$ cat src/e1w_pkg.sv
package e1w_pkg;

  // ==========================================================
  // Setting word layout
  // ==========================================================
  localparam int CFG_W          = 32;
  localparam int POS_ACTIVE     = 0;
  localparam int POS_MODE       = 1;   // 2 bits
  localparam int POS_FRAME      = 3;
  localparam int POS_TS16       = 4;   // 2 bits
  localparam int POS_EVEN_INV   = 6;
  localparam int POS_KEEP_ALIVE = 7;
  localparam int POS_LINE_LB    = 8;
  localparam int POS_LOCAL_LB   = 9;
  localparam int POS_CH_LB      = 10;
  localparam int POS_LOOP_SEL   = 11;  // 5 bits
  localparam int POS_LOOP_GEN   = 16;  // 2 bits
  localparam int POS_MGMT       = 18;  // 2 bits
  localparam int POS_THRESH     = 20;  // 3 bits
  localparam int POS_FAILOVER   = 23;  // 2 bits
  localparam int POS_GROUP      = 25;  // 3 bits

  // Defaults: standby, xcon, crc, nos, norm, none, off, slot 1, 10e-1.
  localparam logic [CFG_W-1:0] CFG_RESET = 32'h0010_0824;

  localparam logic [1:0] MODE_TERM = 2'h0;
  localparam logic [1:0] MODE_DI   = 2'h1;
  localparam logic [1:0] MODE_XCON = 2'h2;
  localparam logic [1:0] TS16_CAS  = 2'h0;
  localparam logic [1:0] TS16_CCS  = 2'h1;
  localparam logic [1:0] TS16_NOS  = 2'h2;
  localparam logic [1:0] GEN_OFF   = 2'h0;
  localparam logic [1:0] GEN_LLB   = 2'h1;
  localparam logic [1:0] GEN_PLB   = 2'h2;
  localparam logic [1:0] GEN_NLB   = 2'h3;
  localparam logic [1:0] MGMT_NONE = 2'h0;
  localparam logic [1:0] MGMT_SA4  = 2'h1;
  localparam logic [1:0] MGMT_TS31 = 2'h2;
  localparam logic [2:0] THR_NONE  = 3'h0;
  localparam logic [1:0] FO_NONE   = 2'h0;
  localparam logic [1:0] FO_OUT_OF_SERVICE = 2'h1;
  localparam logic [1:0] FO_CARRIER_ALARM  = 2'h2;

  localparam logic [4:0] TS_SIG    = 5'h10;
  localparam logic [4:0] TS_MGMT   = 5'h1F;
  localparam logic [7:0] AIS_BYTE  = 8'hFF;
  localparam logic [7:0] IDLE_BYTE = 8'hD5;
  localparam logic [7:0] EVEN_MASK = 8'h55;
  localparam logic [7:0] CODE_LLB  = 8'h2A;
  localparam logic [7:0] CODE_PLB  = 8'h2C;
  localparam logic [7:0] CODE_NLB  = 8'h2E;

  typedef enum logic [1:0] {
    E1W_RUN  = 2'b00,
    E1W_LOOP = 2'b01,
    E1W_STBY = 2'b10
  } e1w_state_type;

endpackage

$ cat src/e1w_cfg_store.sv
`timescale 1ns/1ps
// Staged and saved copies of one port's settings.
module e1w_cfg_store
  import e1w_pkg::*;
(
  input  wire logic             sys_clk_i,
  input  wire logic             reset_i,
  input  wire logic             stage_we_i,
  input  wire logic [CFG_W-1:0] stage_data_i,
  input  wire logic             save_i,
  input  wire logic             undo_i,
  output logic      [CFG_W-1:0] saved_o,
  output logic      [CFG_W-1:0] staged_o
);
  logic [CFG_W-1:0] next_saved;
  logic [CFG_W-1:0] next_staged;

  always_comb begin
    next_saved  = saved_o;
    next_staged = staged_o;
    if (save_i) begin
      next_saved = staged_o;
    end else if (undo_i) begin
      next_staged = saved_o;
    end else if (stage_we_i) begin
      next_staged = stage_data_i;
    end
  end

  always_ff @(posedge sys_clk_i) begin
    if (reset_i) begin
      saved_o  <= CFG_RESET;
      staged_o <= CFG_RESET;
    end else begin
      saved_o  <= next_saved;
      staged_o <= next_staged;
    end
  end
endmodule

$ cat src/e1w_port.sv
`timescale 1ns/1ps
// One E1 port: byte-serial timeslot stream on both faces.
module e1w_port
  import e1w_pkg::*;
(
  input  wire logic             sys_clk_i,
  input  wire logic             reset_i,
  input  wire logic             stage_we_i,
  input  wire logic [CFG_W-1:0] stage_data_i,
  input  wire logic             save_i,
  input  wire logic             undo_i,
  input  wire logic             slot_strobe_i,
  input  wire logic [4:0]       slot_num_i,
  input  wire logic [7:0]       line_rx_i,
  input  wire logic [7:0]       mate_rx_i,
  input  wire logic [7:0]       pcm_tx_i,
  input  wire logic             pcm_tx_valid_i,
  input  wire logic [7:0]       mgmt_tx_i,
  input  wire logic             link_fail_i,
  input  wire logic             mate_link_fail_i,
  input  wire logic [2:0]       upstream_fail_group_i,
  input  wire logic             upstream_fail_i,
  input  wire logic [2:0]       error_rate_exp_i,
  input  wire logic             out_of_service_i,
  input  wire logic             carrier_alarm_i,
  output logic      [7:0]       line_tx_o,
  output logic      [7:0]       pcm_rx_o,
  output logic                  pcm_rx_valid_o,
  output logic      [7:0]       mate_tx_o,
  output logic      [7:0]       mgmt_rx_o,
  output logic                  mgmt_rx_valid_o,
  output logic                  mgmt_spare_bit_o,
  output logic                  crc4_enable_o,
  output logic                  sig_slot_o,
  output logic                  error_alarm_o,
  output logic                  failover_o,
  output logic                  group_fail_o,
  output logic      [CFG_W-1:0] cfg_readback_o,
  output logic      [1:0]       port_state_o
);
  logic [CFG_W-1:0] cfg;
  logic [CFG_W-1:0] staged;

  e1w_cfg_store u_store (
    .sys_clk_i    (sys_clk_i),
    .reset_i      (reset_i),
    .stage_we_i   (stage_we_i),
    .stage_data_i (stage_data_i),
    .save_i       (save_i),
    .undo_i       (undo_i),
    .saved_o      (cfg),
    .staged_o     (staged)
  );

  // ==========================================================
  // Field decode of the saved settings
  // ==========================================================
  logic       f_active;
  logic [1:0] f_mode;
  logic       f_dframe;
  logic [1:0] f_ts16;
  logic       f_even;
  logic       f_keep;
  logic       f_line_lb;
  logic       f_local_lb;
  logic       f_ch_lb;
  logic [4:0] channel_loop_select;
  logic [1:0] loop_code_generator;
  logic [1:0] mgmt_channel_select;
  logic [2:0] error_alarm_threshold;
  logic [1:0] failover_trigger;
  logic [2:0] f_group;

  assign f_active              = cfg[POS_ACTIVE];
  assign f_mode                = cfg[POS_MODE +: 2];
  assign f_dframe              = cfg[POS_FRAME];
  assign f_ts16                = cfg[POS_TS16 +: 2];
  assign f_even                = cfg[POS_EVEN_INV];
  assign f_keep                = cfg[POS_KEEP_ALIVE];
  assign f_line_lb             = cfg[POS_LINE_LB];
  assign f_local_lb            = cfg[POS_LOCAL_LB];
  assign f_ch_lb               = cfg[POS_CH_LB];
  assign channel_loop_select   = cfg[POS_LOOP_SEL +: 5];
  assign loop_code_generator   = cfg[POS_LOOP_GEN +: 2];
  assign mgmt_channel_select   = cfg[POS_MGMT +: 2];
  assign error_alarm_threshold = cfg[POS_THRESH +: 3];
  assign failover_trigger      = cfg[POS_FAILOVER +: 2];
  assign f_group               = cfg[POS_GROUP +: 3];

  // ==========================================================
  // Port state
  // ==========================================================
  e1w_state_type next_state;

  always_comb begin
    if (!f_active) begin
      next_state = E1W_STBY;
    end else if (f_line_lb || f_local_lb) begin
      next_state = E1W_LOOP;
    end else begin
      next_state = E1W_RUN;
    end
  end

  // ==========================================================
  // Timeslot datapath
  // ==========================================================
  logic       is_sig;
  logic       is_mgmt;
  logic       grp_fail;
  logic       ais_out;
  logic [7:0] rx_byte;
  logic [7:0] tx_user;
  logic [7:0] next_line_tx;
  logic [7:0] next_pcm_rx;
  logic       next_pcm_valid;
  logic [7:0] next_mate_tx;
  logic [7:0] next_mgmt_rx;
  logic       next_mgmt_valid;
  logic       next_spare;
  logic       next_alarm;
  logic       next_failover;

  always_comb begin
    // Slot 16 is signalling unless nos frees it for user data.
    is_sig  = (f_ts16 != TS16_NOS) && (slot_num_i == TS_SIG);
    is_mgmt = (mgmt_channel_select == MGMT_TS31)
              && (slot_num_i == TS_MGMT);
    grp_fail = (f_group != 3'h0) && upstream_fail_i
               && (upstream_fail_group_i == f_group);
    ais_out  = (f_keep && mate_link_fail_i) || grp_fail;
    rx_byte  = f_even ? (line_rx_i ^ EVEN_MASK) : line_rx_i;
    tx_user  = f_even ? (pcm_tx_i ^ EVEN_MASK) : pcm_tx_i;

    next_line_tx    = tx_user;
    next_pcm_rx     = rx_byte;
    next_pcm_valid  = 1'b0;
    next_mate_tx    = IDLE_BYTE;
    next_mgmt_rx    = mgmt_rx_o;
    next_mgmt_valid = 1'b0;
    next_spare      = mgmt_spare_bit_o;

    if (slot_strobe_i) begin
      next_pcm_valid = !is_sig && !is_mgmt;
      if (f_mode == MODE_TERM) begin
        // Unclaimed slots stay idle; never bridged to the mate link.
        next_line_tx = pcm_tx_valid_i ? tx_user : IDLE_BYTE;
      end else if (pcm_tx_valid_i) begin
        next_line_tx = tx_user;
      end else begin
        next_line_tx   = mate_rx_i;
        next_mate_tx   = line_rx_i;
        next_pcm_valid = 1'b0;
      end
      // This link is down, so the mate link is kept alive with AIS.
      if (f_keep && link_fail_i) begin
        next_mate_tx = AIS_BYTE;
      end
      if (is_mgmt) begin
        next_line_tx    = mgmt_tx_i;
        next_mgmt_rx    = line_rx_i;
        next_mgmt_valid = 1'b1;
      end
      if (mgmt_channel_select == MGMT_SA4) begin
        next_spare = mgmt_tx_i[0];
      end
      if (loop_code_generator != GEN_OFF) begin
        unique case (loop_code_generator)
          GEN_LLB: next_line_tx = CODE_LLB;
          GEN_PLB: next_line_tx = CODE_PLB;
          default: next_line_tx = CODE_NLB;
        endcase
      end
      if (ais_out) begin
        next_line_tx = AIS_BYTE;
      end
      if (f_ch_lb && slot_num_i == channel_loop_select) begin
        next_pcm_rx    = pcm_tx_i;
        next_pcm_valid = 1'b1;
      end
      if (f_local_lb) begin
        next_pcm_rx    = pcm_tx_i;
        next_pcm_valid = 1'b1;
        next_line_tx   = AIS_BYTE;
      end
      if (f_line_lb) begin
        next_line_tx = line_rx_i;
      end
    end
    if (next_state == E1W_STBY) begin
      next_line_tx    = IDLE_BYTE;
      next_pcm_valid  = 1'b0;
      next_mate_tx    = IDLE_BYTE;
      next_mgmt_valid = 1'b0;
    end

    // Larger exponent means a stricter (lower) error rate.
    next_alarm = (error_alarm_threshold != THR_NONE)
                 && (error_rate_exp_i != 3'h0)
                 && (error_rate_exp_i <= error_alarm_threshold);
    unique case (failover_trigger)
      FO_OUT_OF_SERVICE: next_failover = out_of_service_i;
      FO_CARRIER_ALARM:  next_failover = carrier_alarm_i;
      default: next_failover = 1'b0;
    endcase
  end

  always_ff @(posedge sys_clk_i) begin
    if (reset_i) begin
      line_tx_o        <= IDLE_BYTE;
      pcm_rx_o         <= 8'h00;
      pcm_rx_valid_o   <= 1'b0;
      mate_tx_o        <= IDLE_BYTE;
      mgmt_rx_o        <= 8'h00;
      mgmt_rx_valid_o  <= 1'b0;
      mgmt_spare_bit_o <= 1'b1;
      crc4_enable_o    <= 1'b1;
      sig_slot_o       <= 1'b0;
      error_alarm_o    <= 1'b0;
      failover_o       <= 1'b0;
      group_fail_o     <= 1'b0;
      cfg_readback_o   <= CFG_RESET;
      port_state_o     <= 2'h2;
    end else begin
      line_tx_o        <= next_line_tx;
      pcm_rx_o         <= next_pcm_rx;
      pcm_rx_valid_o   <= next_pcm_valid;
      mate_tx_o        <= next_mate_tx;
      mgmt_rx_o        <= next_mgmt_rx;
      mgmt_rx_valid_o  <= next_mgmt_valid;
      mgmt_spare_bit_o <= next_spare;
      crc4_enable_o    <= !f_dframe;
      sig_slot_o       <= slot_strobe_i && is_sig;
      error_alarm_o    <= next_alarm;
      failover_o       <= next_failover && f_active;
      // A port in no group propagates nothing, not even its own fail.
      group_fail_o     <= grp_fail
                          || (link_fail_i && f_group != 3'h0);
      cfg_readback_o   <= staged;
      port_state_o     <= next_state;
    end
  end
endmodule

$ cat config.mk
export PLATFORM = sky130hd
export DESIGN_NAME = e1w_port
export DESIGN_NICKNAME = d
export VERILOG_FILES = /design/src/e1w_pkg.sv /design/src/e1w_cfg_store.sv /design/src/e1w_port.sv
export SDC_FILE = /design/constraint.sdc
export NUM_CORES = 1
export LEC_CHECK = 0
export BUFFER_PORTS_ARGS = -buffer_cell sky130_fd_sc_hd__buf_4
export CORE_ASPECT_RATIO = 1.5
export CORE_MARGIN = 2
export CORE_UTILIZATION = 40
export DETAILED_ROUTE_END_ITERATION = 8
export PLACE_DENSITY = 0.6
export SLEW_MARGIN = 10
export SYNTH_ARGS = -nofsm -noshare
export SYNTH_HDL_FRONTEND = slang
export SYNTH_HIERARCHICAL = 1
export SYNTH_SLANG_ARGS = --single-unit
$ cat constraint.sdc
create_clock -name sys_clk_i -period 1.8 [get_ports sys_clk_i]
set_input_delay 0.45 -clock sys_clk_i [delete_from_list [all_inputs] [get_ports sys_clk_i]]
set_output_delay 0.45 -clock sys_clk_i [all_outputs]
set_load 0.02 [all_outputs]
==> run_results.csv <==
group,metric,value,unit
run_status,status,"finished clean",
floorplanning,die_w,101,um
placed_design,post-dp-hpwl,11.0,mm
clock_tree,cts-resized-gates,0,
grt,grt_pass1_vias,4572,
route,ant_nets,0,
power,power,7370,uW
power,power_density,971,nW/um2
clock_tree,cts-hold-fix-buffers,0,
cells_and_area,syn_to_final_growth,35.6,%
worst_hold_path,hold_path_class,"in2reg",
yosys,yosysTopAreaCell,"dfxtp_1",
placed_design,portBuffers,160,
yosys,synth-seq-cells,138,
route,vias_per_cell,5.18,
worst_hold_path,min_path_cells,2,
worst_setup_path,end_kind,"flip-flop",
yosys,synth_cell_types,55,
worst_setup_path,reg2reg_to,"line_tx_o[0]",
timing,relSlewSlack,0.596,
power,p_leak,0.00330,uW
cells_and_area,final_util,0.558,
grt,globalRouteOverflowTotal,0,
worst_hold_path,min_to,"mate_tx_o[6]",
clock_tree,cts_max_path_buffers,2,
route,totalWireLength,15.2,mm
clock_tree,worstSkewPairLatency,0.41,ns
timing,finalSetupTns,0,ns
yosys,synthCells,530,
timing,min_period,1.64,ns
yosys,synth_top_cell_area_share,0.494,
route,vias,4510,
clock_tree,cts_tree,"done",
timing,worstMarginPinSlew,0.607,ns
worst_setup_path,cp-start-kind,"flip-flop",
timing,final.setup.worst_slack,0.165,ns
timing,hold_viol,0,
yosys,synth_ff_type,"dfxtp_1",
grt,grt_pass1_wl,23.6,mm
clock_tree,clkTransAtPathRegs,0.06,ns
worst_setup_path,arrival,1.96,ns
clock_tree,cts-root-buf,"clkbuf_16",
clock_tree,cts_setup_buffers,0,
worst_setup_path,setup.worst_path.class,"reg2reg",
timing,clock.fmax,611,MHz
timing,whs,0.275,ns
timing,fin_worst_skew,0.00819,ns
cells_and_area,drive_above_1_share,0.362,
grt,grt_max_degree,37,
timing,setup_violations,0,
floorplanning,die-area,15000,um2
yosys,yosysMostFrequentCell,"dfxtp_1",
yosys,ys.warnings.count,6,
cells_and_area,n_antenna_cell,0,
worst_setup_path,reg2reg_depth,6,
yosys,netlist_top_cells_count,"138 x dfxtp_1, 65 x mux2i_1, 56 x nor2_1, 34 x nor2b_1, 22 x nand2_1",
yosys,synth_area_leaders,"dfxtp_1 49%, mux2i_1 12%, o2bb2ai_2 5.4%",
floorplanning,die_h,149,um
placed_design,place_ws,0.0202,ns
route,drt_iter0_drc,163,
floorplanning,core,13600,um2
yosys,synth_edf_count,0,
flow_run,drv_cap,0,
worst_setup_path,worstPathRequired,2.13,ns
route,post-route-drc-count,0,
yosys,synthArstFlopShare,0,
clock_tree,cts_buffers,17,
timing,post-route-period-util,0.909,
floorplanning,rows,52,
clock_tree,cts.htree.levels,4,
route,wl_per_cell,17.4,um
timing,drv_slew,0,
grt,antenna_found_initial,0,
floorplanning,io-pin-count,161,
worst_setup_path,r2r_slack,0.16,ns
yosys,ys_seq_area_frac,0.494,
placed_design,place_congestion,0.807,
cells_and_area,final_nets,788,
yosys,syn-cell-area,5600,um2
floorplanning,initial_core_util,0.412,
yosys,syn_area_per_cell,10.6,um2
timing,rsz0062_at_grt,"false",
power,peakVddDrop,0.539,mV
clock_tree,clock-sinks,138,
worst_hold_path,min_from,"line_rx_i[6]",
route,firstDrtPassIters,4,
yosys,syn_nets,622,
worst_setup_path,crit_fanout,23,
worst_setup_path,r2r-start,"u_store/saved_o[18]",
grt,grtUsageTotal,0.205,
## logic make-up (layout without fill, tap and decap cells)
kind of cell | count (synthesis) | after routing | synth area share
XOR/XNOR | 15 | 15 | 0.0235
flip-flops | 138 | 138 | 0.494
AND/OR/NAND/NOR | 165 | 165 | 0.150
AO/OA/AOI/OAI | 96 | 96 | 0.159
buffers and inverters | 46 | 225 | 0.0463
multiplexers | 65 | 65 | 0.116
adder cells (fa/ha/maj) | 5 | 5 | 0.0112
## final cells by class
type / instances / area, um2
Inverter: 13 / 48.8
Fill cell: 1210 / 6010
Clock inverter: 10 / 118
Timing Repair Buffer: 180 / 1400
Clock buffer: 22 / 474
Sequential cell: 138 / 2760
Tap cell: 162 / 203
Multi-Input combinational cell: 346 / 2580
## sequential cells by signal, summed over array words and instances, names as in the netlist, 2 cells and up
register / flops
cfg_readback_o: 32
u_store/saved_o: 32
u_store/staged_o: 32
line_tx_o: 8
mate_tx_o: 8
mgmt_rx_o: 8
pcm_rx_o: 8
port_state_o: 2
## through the flow
step           std cells  cell area, um2
6_report             871            7590
5_1_grt              871            7590
3_5_place_dp         839            7000
2_1_floorplan        530            5600
4_1_cts              871            7590
3_3_place_gp         839            7000
## how the worst max path moves through the flow
stage,from,endpoint,slack (ns),cells past startpoint
6_report,u_store/saved_o[18],line_tx_o[0],0.16,6
5_1_grt,u_store/saved_o[18],line_tx_o[6],0.08,6
4_1_cts,u_store/saved_o[18],line_tx_o[0],0.20,6
3_5_place_dp,upstream_fail_group_i[2],line_tx_o[2],0.02,6
3_3_place_gp,upstream_fail_group_i[2],line_tx_o[2],0.05,6
2_1_floorplan,slot_num_i[2],pcm_rx_o[5],0.29,6
## layout by cell type (no fill, tap or decap), types with 4 or more instances in the layout
cell type	n
o21ai_0	7
o2bb2ai_1	8
nor2b_1	33
a21oi_1	16
a211oi_2	4
nand2b_1	4
mux2i_1	65
nand3_1	13
or2_2	11
nand2_1	22
dfxtp_1	138
o2bb2ai_2	20
ha_1	5
a31oi_1	6
nor2_2	5
nor3_1	6
buf_4	176
buf_12	4
a211o_1	4
a2bb2oi_1	4
clkinvlp_4	4
o31ai_1	4
inv_1	13
nor2_1	56
xnor2_1	11
clkbuf_16	17
xor2_1	4
## layer usage
layer  track usage  wire [um]  vias to the layer above
met5             0          0                        -
met4        0.0767        287                        0
met3        0.0567       1030                       23
met2         0.358       7670                      179
met1         0.235       6180                     2118
li1              -          -                     2190
## where the power goes
part	switching (uW)	leakage (uW)	internal (uW)
sequential	56.7	0.00112	3140
combinational	368	0.00190	355
clock	1300	0.000278	2150
total	1730	0.00330	5640
## worst max-delay path, stage by stage (launching register included)
cell and delay, ns:
dfxtp_1 0.41, nand4b_1 0.17, nor2_2 0.07, buf_12 0.15
nor3_1 0.28, o311ai_0 0.24, a41oi_1 0.24
(Power assumes the default switching activity.)
